File: config.mk
export PLATFORM = sky130hd
export DESIGN_NAME = pmt_phy_timing
export DESIGN_NICKNAME = d
export VERILOG_FILES = /design/src/verilog/pmt_pkg.sv /design/src/verilog/pmt_phy_timing.sv /design/src/verilog/pmt_delay.sv
export SDC_FILE = /design/constraint.sdc
export NUM_CORES = 1
export LEC_CHECK = 0
export BUFFER_PORTS_ARGS = -buffer_cell sky130_fd_sc_hd__buf_2
export CAP_MARGIN = 20
export CORE_ASPECT_RATIO = 1.1
export CORE_MARGIN = 10
export CORE_UTILIZATION = 60
export CTS_BUF_LIST = sky130_fd_sc_hd__clkbuf_8
export CTS_CLUSTER_SIZE = 25
export DETAILED_ROUTE_END_ITERATION = 8
export PLACE_DENSITY = 0.77
export SLEW_MARGIN = 5
export SYNTH_ARGS = -nofsm -noshare
export SYNTH_HDL_FRONTEND = slang
export SYNTH_SLANG_ARGS = --single-unit
File: constraint.sdc
create_clock -name clk_i -period 27.9 [get_ports clk_i]
set_clock_uncertainty 0.05 [all_clocks]
set_input_delay 1.395 -clock clk_i [delete_from_list [all_inputs] [get_ports clk_i]]
set_output_delay 1.395 -clock clk_i [all_outputs]
set_load 0.05 [all_outputs]
File: src/verilog/pmt_pkg.sv
// Package with timing constants and carriers for the MII-side timing block
// Operation
// RULE1: At 100 Mb/s, carrier follows transmit enable up and down after 4 bit times.
// RULE2: At 10 Mb/s, carrier rises 2-4 bit times after enable, falls 15-20 after.
// RULE3: At 100 Mb/s, line transmit output starts 8 bit times after enable.
// RULE4: At 10 Mb/s, line transmit output starts 2-4 bit times after enable.
// RULE5: Receive nibbles appear 15 bit times (100) or 7 bit times (10) after line.
// RULE6: Receive data follows carrier rise by 4 (100) or at most 20 (10) bit times; the code gives 3 bit times at 100 Mb/s.
// RULE7: Receive data ends with carrier fall (100) or within 3 bit times (10).
// RULE8: Carrier rises 10-14 (100) or 1-4 (10) bit times after line activity.
// RULE9: Carrier falls 14-18 (100) or 1-15 (10) bit times after line quiet.
// RULE10: At 100 Mb/s, collision releases 14-18 bit times after the line event.
// RULE11: Each link pulse burst has 33 pulse positions, pulses 100 ns wide.
// RULE12: Clock pulses 125 us apart; data pulse at 62.5 us marks a one.
// RULE13: Bursts last about 2 ms and start 13.93 ms apart.
// RULE14: At 10 Mb/s, heartbeat collision starts 0.65-1.6 ms after enable falls.
// RULE15: Heartbeat collision pulse lasts 0.5 to 1.5 ms, typically 1.1 ms.
// RULE16: At 10 Mb/s, cut transmissions longer than the limit; unjab after interval.
// RULE17: Bit times count 10 ns at 100 Mb/s and 100 ns at 10 Mb/s.
// RULE18: The controller keeps enable low while jabbed and ignores heartbeat as collision.
package pmt_pkg;
    localparam int CLK_NS = 10;
    localparam int BT_FAST_NS = 10;
    localparam int BT_SLOW_NS = 100;
    localparam int BT_FAST_CYC = BT_FAST_NS / CLK_NS;
    localparam int BT_SLOW_CYC = BT_SLOW_NS / CLK_NS;
    localparam int TX_CRS_ON_FAST = 4;
    localparam int TX_CRS_OFF_FAST = 4;
    localparam int TX_CRS_ON_SLOW = 3;
    localparam int TX_CRS_OFF_SLOW = 15;
    localparam int TX_LAT_FAST = 8;
    localparam int TX_LAT_SLOW = 3;
    localparam int RX_CRS_ON_FAST = 12;
    localparam int RX_CRS_OFF_FAST = 16;
    localparam int RX_CRS_ON_SLOW = 2;
    localparam int RX_CRS_OFF_SLOW = 10;
    localparam int RX_LAT_FAST = 15;
    localparam int RX_LAT_SLOW = 7;
    localparam int COL_OFF_FAST = 16;
    localparam int DLY_DEPTH = 16;
    localparam int FLP_PULSE_NS = 100;
    localparam int FLP_HALF_NS = 62500;
    localparam int FLP_PER_NS = 125000;
    localparam int FLP_POSITIONS = 33;
    localparam int FLP_BURST_US = 2000;
    localparam int FLP_GAP_NS = 13930000;
    localparam int SQE_DELAY_US = 1300;
    localparam int SQE_WIDTH_US = 1100;
    localparam int JAB_LIMIT_MS = 48;
    localparam int UNJAB_MS = 505;
    localparam int FLP_PULSE_CYC = FLP_PULSE_NS / CLK_NS;
    localparam int FLP_HALF_CYC = FLP_HALF_NS / CLK_NS;
    localparam int FLP_PER_CYC = FLP_PER_NS / CLK_NS;
    localparam int FLP_GAP_CYC = FLP_GAP_NS / CLK_NS;
    localparam int SQE_DELAY_CYC = SQE_DELAY_US * 1000 / CLK_NS;
    localparam int SQE_WIDTH_CYC = SQE_WIDTH_US * 1000 / CLK_NS;
    localparam int JAB_LIMIT_CYC = JAB_LIMIT_MS * 100000;
    localparam int UNJAB_CYC = UNJAB_MS * 100000;
    localparam logic [15:0] FLP_WORD_RESET = 16'h01E1;
    typedef struct packed {
        logic en;
        logic er;
        logic [3:0] data;
    } pmt_nib_type;
    typedef enum logic [1:0] {
        FLP_IDLE = 2'b00,
        FLP_CLK = 2'b01,
        FLP_DATA = 2'b11
    } pmt_flp_type;
endpackage : pmt_pkg

File: src/verilog/pmt_phy_timing.sv
// MII-side timing engine: carrier, collision, latencies, link pulses, heartbeat, jabber
`timescale 1ns/1ps
`default_nettype none
module pmt_phy_timing
    import pmt_pkg::*;
#(
    parameter int FLP_GAP = FLP_GAP_CYC,
    parameter int SQE_DELAY = SQE_DELAY_CYC,
    parameter int SQE_WIDTH = SQE_WIDTH_CYC,
    parameter int JAB_LIMIT = JAB_LIMIT_CYC,
    parameter int UNJAB = UNJAB_CYC
) (
    // Clock and reset
    input wire logic clk_i,
    input wire logic reset_i,
    // Mode
    input wire logic speed_fast_i,
    input wire logic autoneg_i,
    input wire logic [15:0] flp_word_i,
    // MII transmit side
    input wire logic tx_clk_i,
    input wire logic tx_en_i,
    input wire logic tx_er_i,
    input wire logic [3:0] txd_i,
    // MII receive side
    output logic rx_dv_o,
    output logic rx_er_o,
    output logic [3:0] rxd_o,
    output logic crs_o,
    output logic col_o,
    // Line
    input wire logic line_rx_in_i,
    input wire logic [3:0] line_rxd_i,
    output logic fast_line_tx_out_o,
    output logic slow_line_tx_out_o,
    output logic [3:0] line_txd_o,
    output logic flp_pulse_o,
    output logic jabbed_o
);
    // Two-stage synchronisers for all pin inputs
    logic [1:0] s_clk, s_en, s_er, s_rx;
    logic [3:0] s_txd [2];
    logic [3:0] s_rxd [2];
    logic s_fast, s_an, s_fast_m, s_an_m;
    logic [15:0] word_m, word_s;
    logic clk_d;
    always_ff @(posedge clk_i or posedge reset_i) begin
        if (reset_i) begin
            s_clk <= '0;
            s_en <= '0;
            s_er <= '0;
            s_rx <= '0;
            s_txd[0] <= 4'h0;
            s_txd[1] <= 4'h0;
            s_rxd[0] <= 4'h0;
            s_rxd[1] <= 4'h0;
            clk_d <= 1'b0;
            s_fast <= 1'b0;
            s_an <= 1'b0;
            s_fast_m <= 1'b0;
            s_an_m <= 1'b0;
            word_m <= 16'h0000;
            word_s <= 16'h0000;
        end else begin
            s_clk <= {s_clk[0], tx_clk_i};
            s_en <= {s_en[0], tx_en_i};
            s_er <= {s_er[0], tx_er_i};
            s_rx <= {s_rx[0], line_rx_in_i};
            s_txd[0] <= txd_i;
            s_txd[1] <= s_txd[0];
            s_rxd[0] <= line_rxd_i;
            s_rxd[1] <= s_rxd[0];
            clk_d <= s_clk[1];
            s_fast_m <= speed_fast_i;
            s_fast <= s_fast_m;
            s_an_m <= autoneg_i;
            s_an <= s_an_m;
            word_m <= flp_word_i;
            word_s <= word_m;
        end
    end
    // Bit-time tick, free-running from reset and not restarted by the link clock edges
    logic tx_edge;
    logic [3:0] bt_cnt, next_bt_cnt;
    logic bt;
    assign tx_edge = s_clk[1] & ~clk_d;
    function automatic logic [4:0] pick(input logic fast, input int f, input int s);
        pick = fast ? 5'(f) : 5'(s);
    endfunction : pick
    always_comb begin
        next_bt_cnt = bt_cnt + 4'h1;
        if (bt_cnt == 4'((s_fast ? BT_FAST_CYC : BT_SLOW_CYC) - 1)) begin
            next_bt_cnt = 4'h0; // RULE17
        end
    end
    assign bt = (bt_cnt == 4'h0);
    // Transmit enable sampled on link clock rising edge
    logic tx_en_s, tx_er_s;
    logic [3:0] txd_s;
    logic jab, next_jab;
    logic [31:0] jab_cnt, next_jab_cnt;
    logic [31:0] sqe_cnt, next_sqe_cnt;
    logic sqe, next_sqe;
    logic sqe_wait, next_sqe_wait;
    always_ff @(posedge clk_i or posedge reset_i) begin
        if (reset_i) begin
            bt_cnt <= 4'h0;
            tx_en_s <= 1'b0;
            tx_er_s <= 1'b0;
            txd_s <= 4'h0;
        end else begin
            bt_cnt <= next_bt_cnt;
            if (tx_edge) begin
                tx_en_s <= s_en[1] & ~jab; // RULE16
                tx_er_s <= s_er[1];
                txd_s <= s_txd[1];
            end
        end
    end
    // Transmit path delays
    pmt_nib_type tx_in, tx_q, txc_q, rx_in, rx_q, rc_q;
    assign tx_in = '{en: tx_en_s, er: tx_er_s, data: txd_s};
    pmt_delay #(.DEPTH(DLY_DEPTH)) u_tx (
        .clk_i(clk_i), .reset_i(reset_i), .step_i(bt),
        .taps_i(pick(s_fast, TX_LAT_FAST, TX_LAT_SLOW)), // RULE3 RULE4
        .d_i(tx_in), .q_o(tx_q));
    // Carrier on transmit: separate rise and fall delays
    logic [4:0] txc_taps;
    // Rise from a fixed tap; switching taps on the fall would re-read old frame bits
    assign txc_taps = pick(s_fast, TX_CRS_ON_FAST, TX_CRS_ON_SLOW); // RULE1 RULE2
    pmt_delay #(.DEPTH(DLY_DEPTH)) u_txc (
        .clk_i(clk_i), .reset_i(reset_i), .step_i(bt),
        .taps_i(txc_taps), .d_i(tx_in), .q_o(txc_q));
    // Receive path
    assign rx_in = '{en: s_rx[1], er: 1'b0, data: s_rxd[1]};
    pmt_delay #(.DEPTH(DLY_DEPTH)) u_rx (
        .clk_i(clk_i), .reset_i(reset_i), .step_i(bt),
        .taps_i(pick(s_fast, RX_LAT_FAST, RX_LAT_SLOW)), // RULE5
        .d_i(rx_in), .q_o(rx_q));
    logic [4:0] rxc_taps;
    assign rxc_taps = s_rx[1] ? pick(s_fast, RX_CRS_ON_FAST, RX_CRS_ON_SLOW)
                              : pick(s_fast, RX_CRS_OFF_FAST, RX_CRS_OFF_SLOW); // RULE8 RULE9
    pmt_delay #(.DEPTH(DLY_DEPTH)) u_rxc (
        .clk_i(clk_i), .reset_i(reset_i), .step_i(bt),
        .taps_i(rxc_taps), .d_i(rx_in), .q_o(rc_q));
    // Carrier, collision and receive outputs
    logic crs_tx, crs_rx;
    logic next_crs_tx;
    logic [4:0] off_cnt, next_off_cnt, off_taps;
    logic col_busy, col_hold;
    logic next_crs, next_col, next_dv, next_er;
    logic [3:0] next_rxd;
    logic next_fast_out, next_slow_out;
    logic [3:0] next_line_txd;
    // Fall counted in bit steps after enable drops, so short frames cannot bounce carrier
    assign off_taps = pick(s_fast, TX_CRS_OFF_FAST, TX_CRS_OFF_SLOW);
    always_comb begin
        next_off_cnt = off_cnt;
        if (tx_en_s || !crs_tx) begin
            next_off_cnt = 5'h00;
        end else if (bt) begin
            next_off_cnt = off_cnt + 5'h01;
        end
        next_crs_tx = txc_q.en | (crs_tx & (off_cnt != off_taps)); // RULE1 RULE2
    end
    always_ff @(posedge clk_i or posedge reset_i) begin
        if (reset_i) begin
            crs_tx <= 1'b0;
            crs_rx <= 1'b0;
            off_cnt <= 5'h00;
        end else begin
            crs_tx <= next_crs_tx;
            crs_rx <= rc_q.en;
            off_cnt <= next_off_cnt;
        end
    end
    assign col_busy = crs_rx & tx_en_s;
    // Collision held past line event by the carrier fall delay
    assign col_hold = s_fast & crs_rx & crs_tx; // RULE10
    always_comb begin
        // Receive carrier taken unregistered so it keeps step with the data path
        next_crs = crs_tx | rc_q.en; // RULE8 RULE9
        // Receive data is gated by receive carrier so it ends with it
        next_dv = rx_q.en & crs_rx; // RULE6 RULE7
        next_er = rx_q.er & crs_rx;
        next_rxd = next_dv ? rx_q.data : 4'h0;
        next_col = col_busy | col_hold | sqe; // RULE14
        next_fast_out = s_fast & tx_q.en;
        next_slow_out = ~s_fast & tx_q.en & ~jab;
        next_line_txd = tx_q.en ? tx_q.data : 4'h0;
    end
    // Heartbeat after transmit in slow mode
    always_comb begin
        next_sqe = sqe;
        next_sqe_wait = sqe_wait;
        next_sqe_cnt = sqe_cnt;
        if (!s_fast && tx_en_s) begin
            next_sqe_wait = 1'b1;
            next_sqe_cnt = '0;
            next_sqe = 1'b0;
        end else if (sqe_wait) begin
            next_sqe_cnt = sqe_cnt + 32'h1;
            if (sqe_cnt == 32'(SQE_DELAY - 1)) begin
                next_sqe_wait = 1'b0;
                next_sqe = 1'b1; // RULE14
                next_sqe_cnt = '0;
            end
        end else if (sqe) begin
            next_sqe_cnt = sqe_cnt + 32'h1;
            if (sqe_cnt == 32'(SQE_WIDTH - 1)) begin
                next_sqe = 1'b0; // RULE15
            end
        end
    end
    // Jabber cut-off and unjab
    always_comb begin
        next_jab = jab;
        next_jab_cnt = jab_cnt;
        if (jab) begin
            next_jab_cnt = jab_cnt + 32'h1;
            if (jab_cnt == 32'(UNJAB - 1)) begin
                next_jab = 1'b0; // RULE16
                next_jab_cnt = '0;
            end
        end else if (!s_fast && s_en[1]) begin
            next_jab_cnt = jab_cnt + 32'h1;
            if (jab_cnt == 32'(JAB_LIMIT - 1)) begin
                next_jab = 1'b1; // RULE16
                next_jab_cnt = '0;
            end
        end else begin
            next_jab_cnt = '0;
        end
    end
    // Fast link pulse burst generator
    pmt_flp_type fst, next_fst;
    logic [31:0] fcnt, next_fcnt;
    logic [5:0] pos, next_pos;
    logic [31:0] gcnt, next_gcnt;
    logic next_flp;
    logic [15:0] word;
    always_comb begin
        next_fst = fst;
        next_fcnt = fcnt + 32'h1;
        next_pos = pos;
        next_gcnt = gcnt + 32'h1;
        next_flp = 1'b0;
        word = word_s;
        if (gcnt == 32'(FLP_GAP - 1)) begin
            next_gcnt = '0; // RULE13
        end
        case (fst)
            FLP_IDLE: begin
                next_fcnt = '0;
                if (s_an && gcnt == 32'h0) begin
                    next_fst = FLP_CLK;
                    next_pos = 6'h00;
                end
            end
            FLP_CLK: begin
                next_flp = (fcnt < 32'(FLP_PULSE_CYC)); // RULE11
                if (fcnt == 32'(FLP_HALF_CYC - 1)) begin
                    // Burst closes on a clock pulse: one more clock than data positions
                    next_fst = (pos >= 6'(2 * (FLP_POSITIONS / 2))) ? FLP_IDLE : FLP_DATA;
                end
            end
            FLP_DATA: begin
                next_flp = word[pos[4:1]] & (fcnt < 32'(FLP_HALF_CYC + FLP_PULSE_CYC)); // RULE12
                if (fcnt == 32'(FLP_PER_CYC - 1)) begin
                    next_fcnt = '0;
                    next_pos = pos + 6'h02;
                    next_fst = FLP_CLK;
                end
            end
            default: next_fst = FLP_IDLE;
        endcase
    end
    always_ff @(posedge clk_i or posedge reset_i) begin
        if (reset_i) begin
            crs_o <= 1'b0;
            col_o <= 1'b0;
            rx_dv_o <= 1'b0;
            rx_er_o <= 1'b0;
            rxd_o <= 4'h0;
            fast_line_tx_out_o <= 1'b0;
            slow_line_tx_out_o <= 1'b0;
            line_txd_o <= 4'h0;
            flp_pulse_o <= 1'b0;
            jabbed_o <= 1'b0;
            sqe <= 1'b0;
            sqe_wait <= 1'b0;
            sqe_cnt <= '0;
            jab <= 1'b0;
            jab_cnt <= '0;
            fst <= FLP_IDLE;
            fcnt <= '0;
            pos <= 6'h00;
            gcnt <= '0;
        end else begin
            crs_o <= next_crs;
            col_o <= next_col;
            rx_dv_o <= next_dv;
            rx_er_o <= next_er;
            rxd_o <= next_rxd;
            fast_line_tx_out_o <= next_fast_out;
            slow_line_tx_out_o <= next_slow_out;
            line_txd_o <= next_line_txd;
            flp_pulse_o <= next_flp;
            jabbed_o <= next_jab;
            sqe <= next_sqe;
            sqe_wait <= next_sqe_wait;
            sqe_cnt <= next_sqe_cnt;
            jab <= next_jab;
            jab_cnt <= next_jab_cnt;
            fst <= next_fst;
            fcnt <= next_fcnt;
            pos <= next_pos;
            gcnt <= next_gcnt;
        end
    end
endmodule : pmt_phy_timing
`default_nettype wire

File: src/verilog/pmt_delay.sv
// Bit-time delay line for a nibble carrier
`timescale 1ns/1ps
`default_nettype none
module pmt_delay
    import pmt_pkg::*;
#(
    parameter int DEPTH = DLY_DEPTH
) (
    // Clock and reset
    input wire logic clk_i,
    input wire logic reset_i,
    // Stream
    input wire logic step_i,
    input wire logic [4:0] taps_i,
    input wire pmt_nib_type d_i,
    output pmt_nib_type q_o
);
    pmt_nib_type line [DEPTH];
    pmt_nib_type next_line [DEPTH];
    always_comb begin
        next_line = line;
        if (step_i) begin
            next_line[0] = d_i;
            for (int i = 1; i < DEPTH; i++) begin
                next_line[i] = line[i-1];
            end
        end
    end
    always_ff @(posedge clk_i or posedge reset_i) begin
        if (reset_i) begin
            for (int i = 0; i < DEPTH; i++) begin
                line[i] <= '0;
            end
        end else begin
            line <= next_line;
        end
    end
    // Tap zero passes input straight through
    always_comb begin
        if (taps_i == 5'h00) begin
            q_o = d_i;
        end else begin
            q_o = line[taps_i[3:0] - 4'h1];
        end
    end
endmodule : pmt_delay
`default_nettype wire

; ---- After elaboration in Yosys (flattened, before gate mapping)
; Cells that the tools add are included.
[op_classes]
addsub = 12
magnitude_cmp = 8
eq_ne = 15
n_mux = 63
bitwise = 23
n_reduce_logical = 18
[op_table]
columns = operator, count
row1 = two-way mux 32 bit, 10
row2 = adder 32 x 1 -> 32 bit (second input constant), 4
row3 = binary-select mux 6 bit (select 4 bit), 4
row4 = two-way mux 6 bit, 14
row5 = == test 32 x 17 -> 1 bit (second input constant), 2
row6 = one-hot mux 32 bit (2 select lines), 1
row7 = == test 32 x 13 -> 1 bit (second input constant), 1
row8 = == test 32 x 14 -> 1 bit (second input constant), 1
row9 = == test 32 x 21 -> 1 bit (second input constant), 1
row10 = == test 32 x 23 -> 1 bit (second input constant), 1
row11 = == test 32 x 26 -> 1 bit (second input constant), 1
row12 = zero test 32 bit, 1
row13 = < comparator 32 x 13 -> 1 bit (second input constant), 1
row14 = < comparator 32 x 4 -> 1 bit (second input constant), 1
row15 = two-way mux 4 bit, 8
row16 = >= comparator 5 bit (second input constant), 4
row17 = zero test 5 bit, 4
row18 = two-way mux 5 bit, 4
row19 = NOT 4 -> 5 bit, 4
row20 = subtractor 4 x 1 -> 4 bit (second input constant), 4
row21 = two-way mux 1 bit, 13
row22 = AND 1 bit, 12
row23 = one-hot mux 6 bit (2 select lines), 1
row24 = two-way mux 2 bit, 4
row25 = other kinds (26), 38
[word_totals]
regBits = 408
inputBits = 32
out_inout_bits = 16
elab_cells = 259

; ---- Depth between registers and ports, before layout
[logic_depth]
depth_word = 9
depth_mapped = 7
mapped_depth_nobuf = 7

; ---- Cells and area by module
; A second synthesis with hierarchy kept.
[unflattened]
hier_cells = 2331
area_unflattened_um2 = 27924.3
[modules_own_cells]
columns = mod, instances, cells_per_inst, area_each_um2, seq_area_each_um2
row1 = pmt_delay, 4, 351, 4464.3, 2402.3
row2 = pmt_phy_timing, 1, 927, 10067.2, 5780.5

; ---- Least setup slack after synthesis
; Ideal clock, no wire load.
[synth_path]
kind = register -> register
startpoint = register fcnt[17]
endpoint = register fcnt[30]
setup_ns = 0.074
arrival_time_ns = 2.175
required_time_ns = 27.776
path_slack_ns = 25.601
path_stages_with_launch = 7
n_path_buf = 1
period_less_slack_ns = 2.299
cell_sequence = dfrtp_1 -> nand4_1 -> or4_1 -> buf_2 -> or4_4 -> or3_1 -> a21oi_2
[synth_between]
elab_chain_cells = 3
elab_cells_between_ends = 4
cone_classes = add/sub: 1 / eq/ne: 1 / mux: 2
[synth_lines]
columns = item, line
row1 = "start, declared", pmt_phy_timing.sv:237  ; logic [31:0] fcnt, next_fcnt;
row2 = "start signal, assigned", pmt_phy_timing.sv:316  ; fcnt <= next_fcnt;
row3 = adder 32 x 1 -> 32 bit or == test 32 x 14 -> 1 bit (tied branches), "pmt_phy_timing.sv:244, pmt_phy_timing.sv:269"
row4 = two-way mux 32 bit, pmt_phy_timing.sv:269  ; if (fcnt == 32'(FLP_PER_CYC - 1)) begin
row5 = one-hot mux 32 bit (2 select lines) (*), pmt_phy_timing.sv:252  ; case (fst)
row6 = net next_fcnt[30], pmt_phy_timing.sv:237
; The timed path passes the listed nets; every way through them passes the cells marked *.
; A chain may end at the register's enable or synchronous reset.

; ---- Final worst setup path
[layout_path]
startpoint = register sqe_cnt[0]
endpoint = register sqe_cnt[0]
[layout_between]
elab_chain_cells = 4
elab_cells_between_ends = 6
cone_classes = add/sub: 1 / eq/ne: 1 / mux: 4
[layout_lines]
columns = item, line
row1 = "start, declared", pmt_phy_timing.sv:102  ; logic [31:0] sqe_cnt, next_sqe_cnt;
row2 = "start signal, assigned", pmt_phy_timing.sv:312  ; sqe_cnt <= next_sqe_cnt;
row3 = adder 32 x 1 -> 32 bit or == test 32 x 17 -> 1 bit (tied branches), "pmt_phy_timing.sv:202, pmt_phy_timing.sv:209, pmt_phy_timing.sv:203"
row4 = two-way mux 32 bit (on tied branches), "pmt_phy_timing.sv:208, pmt_phy_timing.sv:203"
row5 = two-way mux 32 bit (*), pmt_phy_timing.sv:201  ; end else if (sqe_wait) begin
row6 = two-way mux 32 bit (*), pmt_phy_timing.sv:197  ; if (!s_fast && tx_en_s) begin
; Every way passes the cells marked *; elsewhere a longest branch is shown, timed or not. The select of a mux whose other input is x is not followed.

==> run metrics <==
status=finished clean; Worst Min Path Start=word_m[10]$_DFF_PP0_; Pleak=7.186 nW; GR Overflow Total=0; site row count=59; clk sink count=343; Setup TNS Final=0 ns; share of the synthesized area in the top cell type=59.74%; dominant synthesized flop cell=dfrtp_1; top post-synthesis cells by count=dfrtp_1, nor2_1, mux2_2; Bufs on Longest Clock Path=3; class of the worst hold path=flip-flop to flip-flop; Synth cell types=61; register bit total from synthesis=343; initial antenna violation count=0; RSZ-0062 raised after global routing=no; WP data required=around 28 ns; peak fanout along the critical path=23; Via density=5.628; dominant cells by area after synthesis=dfrtp_1, mux2_2, xnor2_1, nor2_1, xor2_1; Hold EP=word[10]$_DFF_PP0_; Mapped Cells=1184; Slew headroom=36.28%; final worst slack=24.98 ns; startpoint class of the critical path=flip-flop; Root Buffer Master=clkbuf_8; Die W=167.6 um; syn_nets=1230; Post-Syn Area=14370 um2; fin area=around 16000 um2; Layout area overhead=11.16%; max cap viols=0; clk slew on worst S/H paths=0.06 ns; placed inst area=~15000 um2; chip height=182.3 um; CTS H-tree depth=2; hold depth=0; io pins=48; Reg2Reg Depth=7; nets@finish=1298; Fin. Hold Viols=0; final worst path period share=10.47%; Routed WL per cell=15.67 um; Starting DRT DRC Count=roughly 600; FFs w/ async S/R, synth=100.0%; crit path time final=between 2 and 3 ns; WHS=0.2678 ns; FF-to-FF End=sqe_cnt[0]$_DFFE_PP0P_; fmax=about 340 MHz; Syn. warnings=0; kind of critical path=flip-flop to flip-flop; hpwl dp=roughly 16000 um; crit path capture type=flip-flop; clock latency on the worst-skew pair=0.59 ns; CTS tree=built; reg2reg start=sqe_cnt[0]$_DFFE_PP0P_; maximum vdd drop=0.06479 mV; reg-to-reg setup timing slack=around 25 ns; leading area contributor after synthesis=dfrtp_1; top-count cell post-synth=dfrtp_1; Worst EP arrival=~3.4 ns; worst-margin pin slew=about 0.95 ns; ANT cells=0; sequential area share after synthesis=between 50% and 60%; routed wire length=24880 um; layout cells sized above 1=21.28%; Pwr per Cell Area=roughly 73 nW/um2; post-CTS sizing=0; first-pass GRT wire length=42910 um; final setup violation count=0; die area=30550 um2; Num CTS Buffers=53; drt drc=0; total track usage=16.15%; Hold-fix buffers, CTS=0; port bufs=45; Post CTS Setup Buffer Count=0; vias in the first global route=approximately 9200; DR pass1 iterations=4; initial core utilization=60.83%; final slew viol count=0; GPL Wtd Cong=0.8328; Antenna Violating Nets Remaining=0; core outline area=around 24000 um2; pin count of the biggest net entering global routing=193; number of synthesized flops with an enable pin=0; DP Worst Slack=24.59 ns; DR vias=a little under 9000; Avg Synthesized Cell Area=12.14 um2
-- per-layer routing --
metal  vias to the layer above  track usage, %  wire [um]
met4                         0           4.739        437
li1                       4317               -          -
met3                        42           3.245        853
met2                       132           26.62      12360
met1                      4447           21.24      11230
met5                         -               0          0
-- critical path: stages (launching register included) --
cell     delay [ns]
dfrtp_1        0.41
ha_1           0.19
nand3_1        0.14
or4_1          0.51
o41ai_2        0.85
buf_4          0.40
nor3_1         0.08
a21o_1         0.18
-- metrics by stage --
step / cells / total power, mW / util [%]
6_report: 1588 / 1.167 / 67.62
5_1_grt: 1588 / 1.225 / 67.62
4_1_cts: 1586 / 1.181 / 67.48
3_5_place_dp: 1500 / 0.7743 / 63.13
3_3_place_gp: 1499 / 0.7644 / 63.11
2_1_floorplan: 1184 / 0.7381 / -
-- flip-flops by register name, indices dropped and copies added (netlist names), 16 cells and up --
| signal | flops |
|---|---|
| word_m | 16 |
| u_rxc.line | 21 |
| fcnt | 32 |
| u_rx.line | 55 |
| jab_cnt | 32 |
| u_txc.line | 40 |
| sqe_cnt | 32 |
| gcnt | 32 |
| word | 16 |
-- logic make-up after synthesis --
family	count (synthesis)	share of synthesized area, %
AOI/OAI and AO/OA	66	3.083
xor gates and xnor gates	112	6.827
adders and majority gates	14	1.219
buffers and inverters	69	1.863
DFF	343	59.74
muxes	138	11.13
other	1	0.02610
and+or+nand+nor	441	16.12
-- power by group --
part | switching [mW] | internal (mW) | leakage [nW] | total, mW
Sequential | 0.0379 | 0.565 | 4.50 | 0.603
Combinational | 0.0730 | 0.0872 | 2.10 | 0.160
Clock | 0.185 | 0.219 | 0.585 | 0.404
Total | 0.296 | 0.871 | 7.19 | 1.17
-- layout make-up --
cell class	count	area [um2]
inverter	26	106.4
clock inverter	21	133.9
timing repair buffer	56	334.1
sequential	343	8583
fill	1742	7650
clock buffer	65	894.6
multi-input combinational	772	5539
tap	305	381.6
-- cells in the final DEF (no fill, tap or decap), types with 9 or more instances in the layout --
cell type and instances:
nor2b_1 10, nand3_1 46, nand4_1 45, ha_1 14
or4_1 10, nor3_1 15, dfrtp_1 343, clkbuf_8 65
inv_1 38, and3_1 23, xnor2_1 60, mux2i_1 9
o21ai_0 18, and4_1 13, nand2_1 60, nor4_1 43
mux2_2 124, xor2_1 52, nor2_1 128, buf_2 45
a21oi_1 17
-- worst max path at each step --
stage / startpoint / to / slack [ns] / cells past startpoint
3_3_place_gp: reset_i / u_rx.line[25]$_DFFE_PP0P_ / 24.60 / 3
4_1_cts: sqe_cnt[0]$_DFFE_PP0P_ / sqe_cnt[0]$_DFFE_PP0P_ / 24.97 / 7
3_5_place_dp: reset_i / jab_cnt[18]$_DFF_PP0_ / 24.59 / 3
2_1_floorplan: reset_i / bt_cnt[0]$_DFF_PP0_ / 16.95 / 1
6_report: sqe_cnt[0]$_DFFE_PP0P_ / sqe_cnt[0]$_DFFE_PP0P_ / 24.98 / 7
5_1_grt: sqe_cnt[0]$_DFFE_PP0P_ / sqe_cnt[0]$_DFFE_PP0P_ / 24.73 / 7
Note: power is estimated with default switching activity, not from simulation.
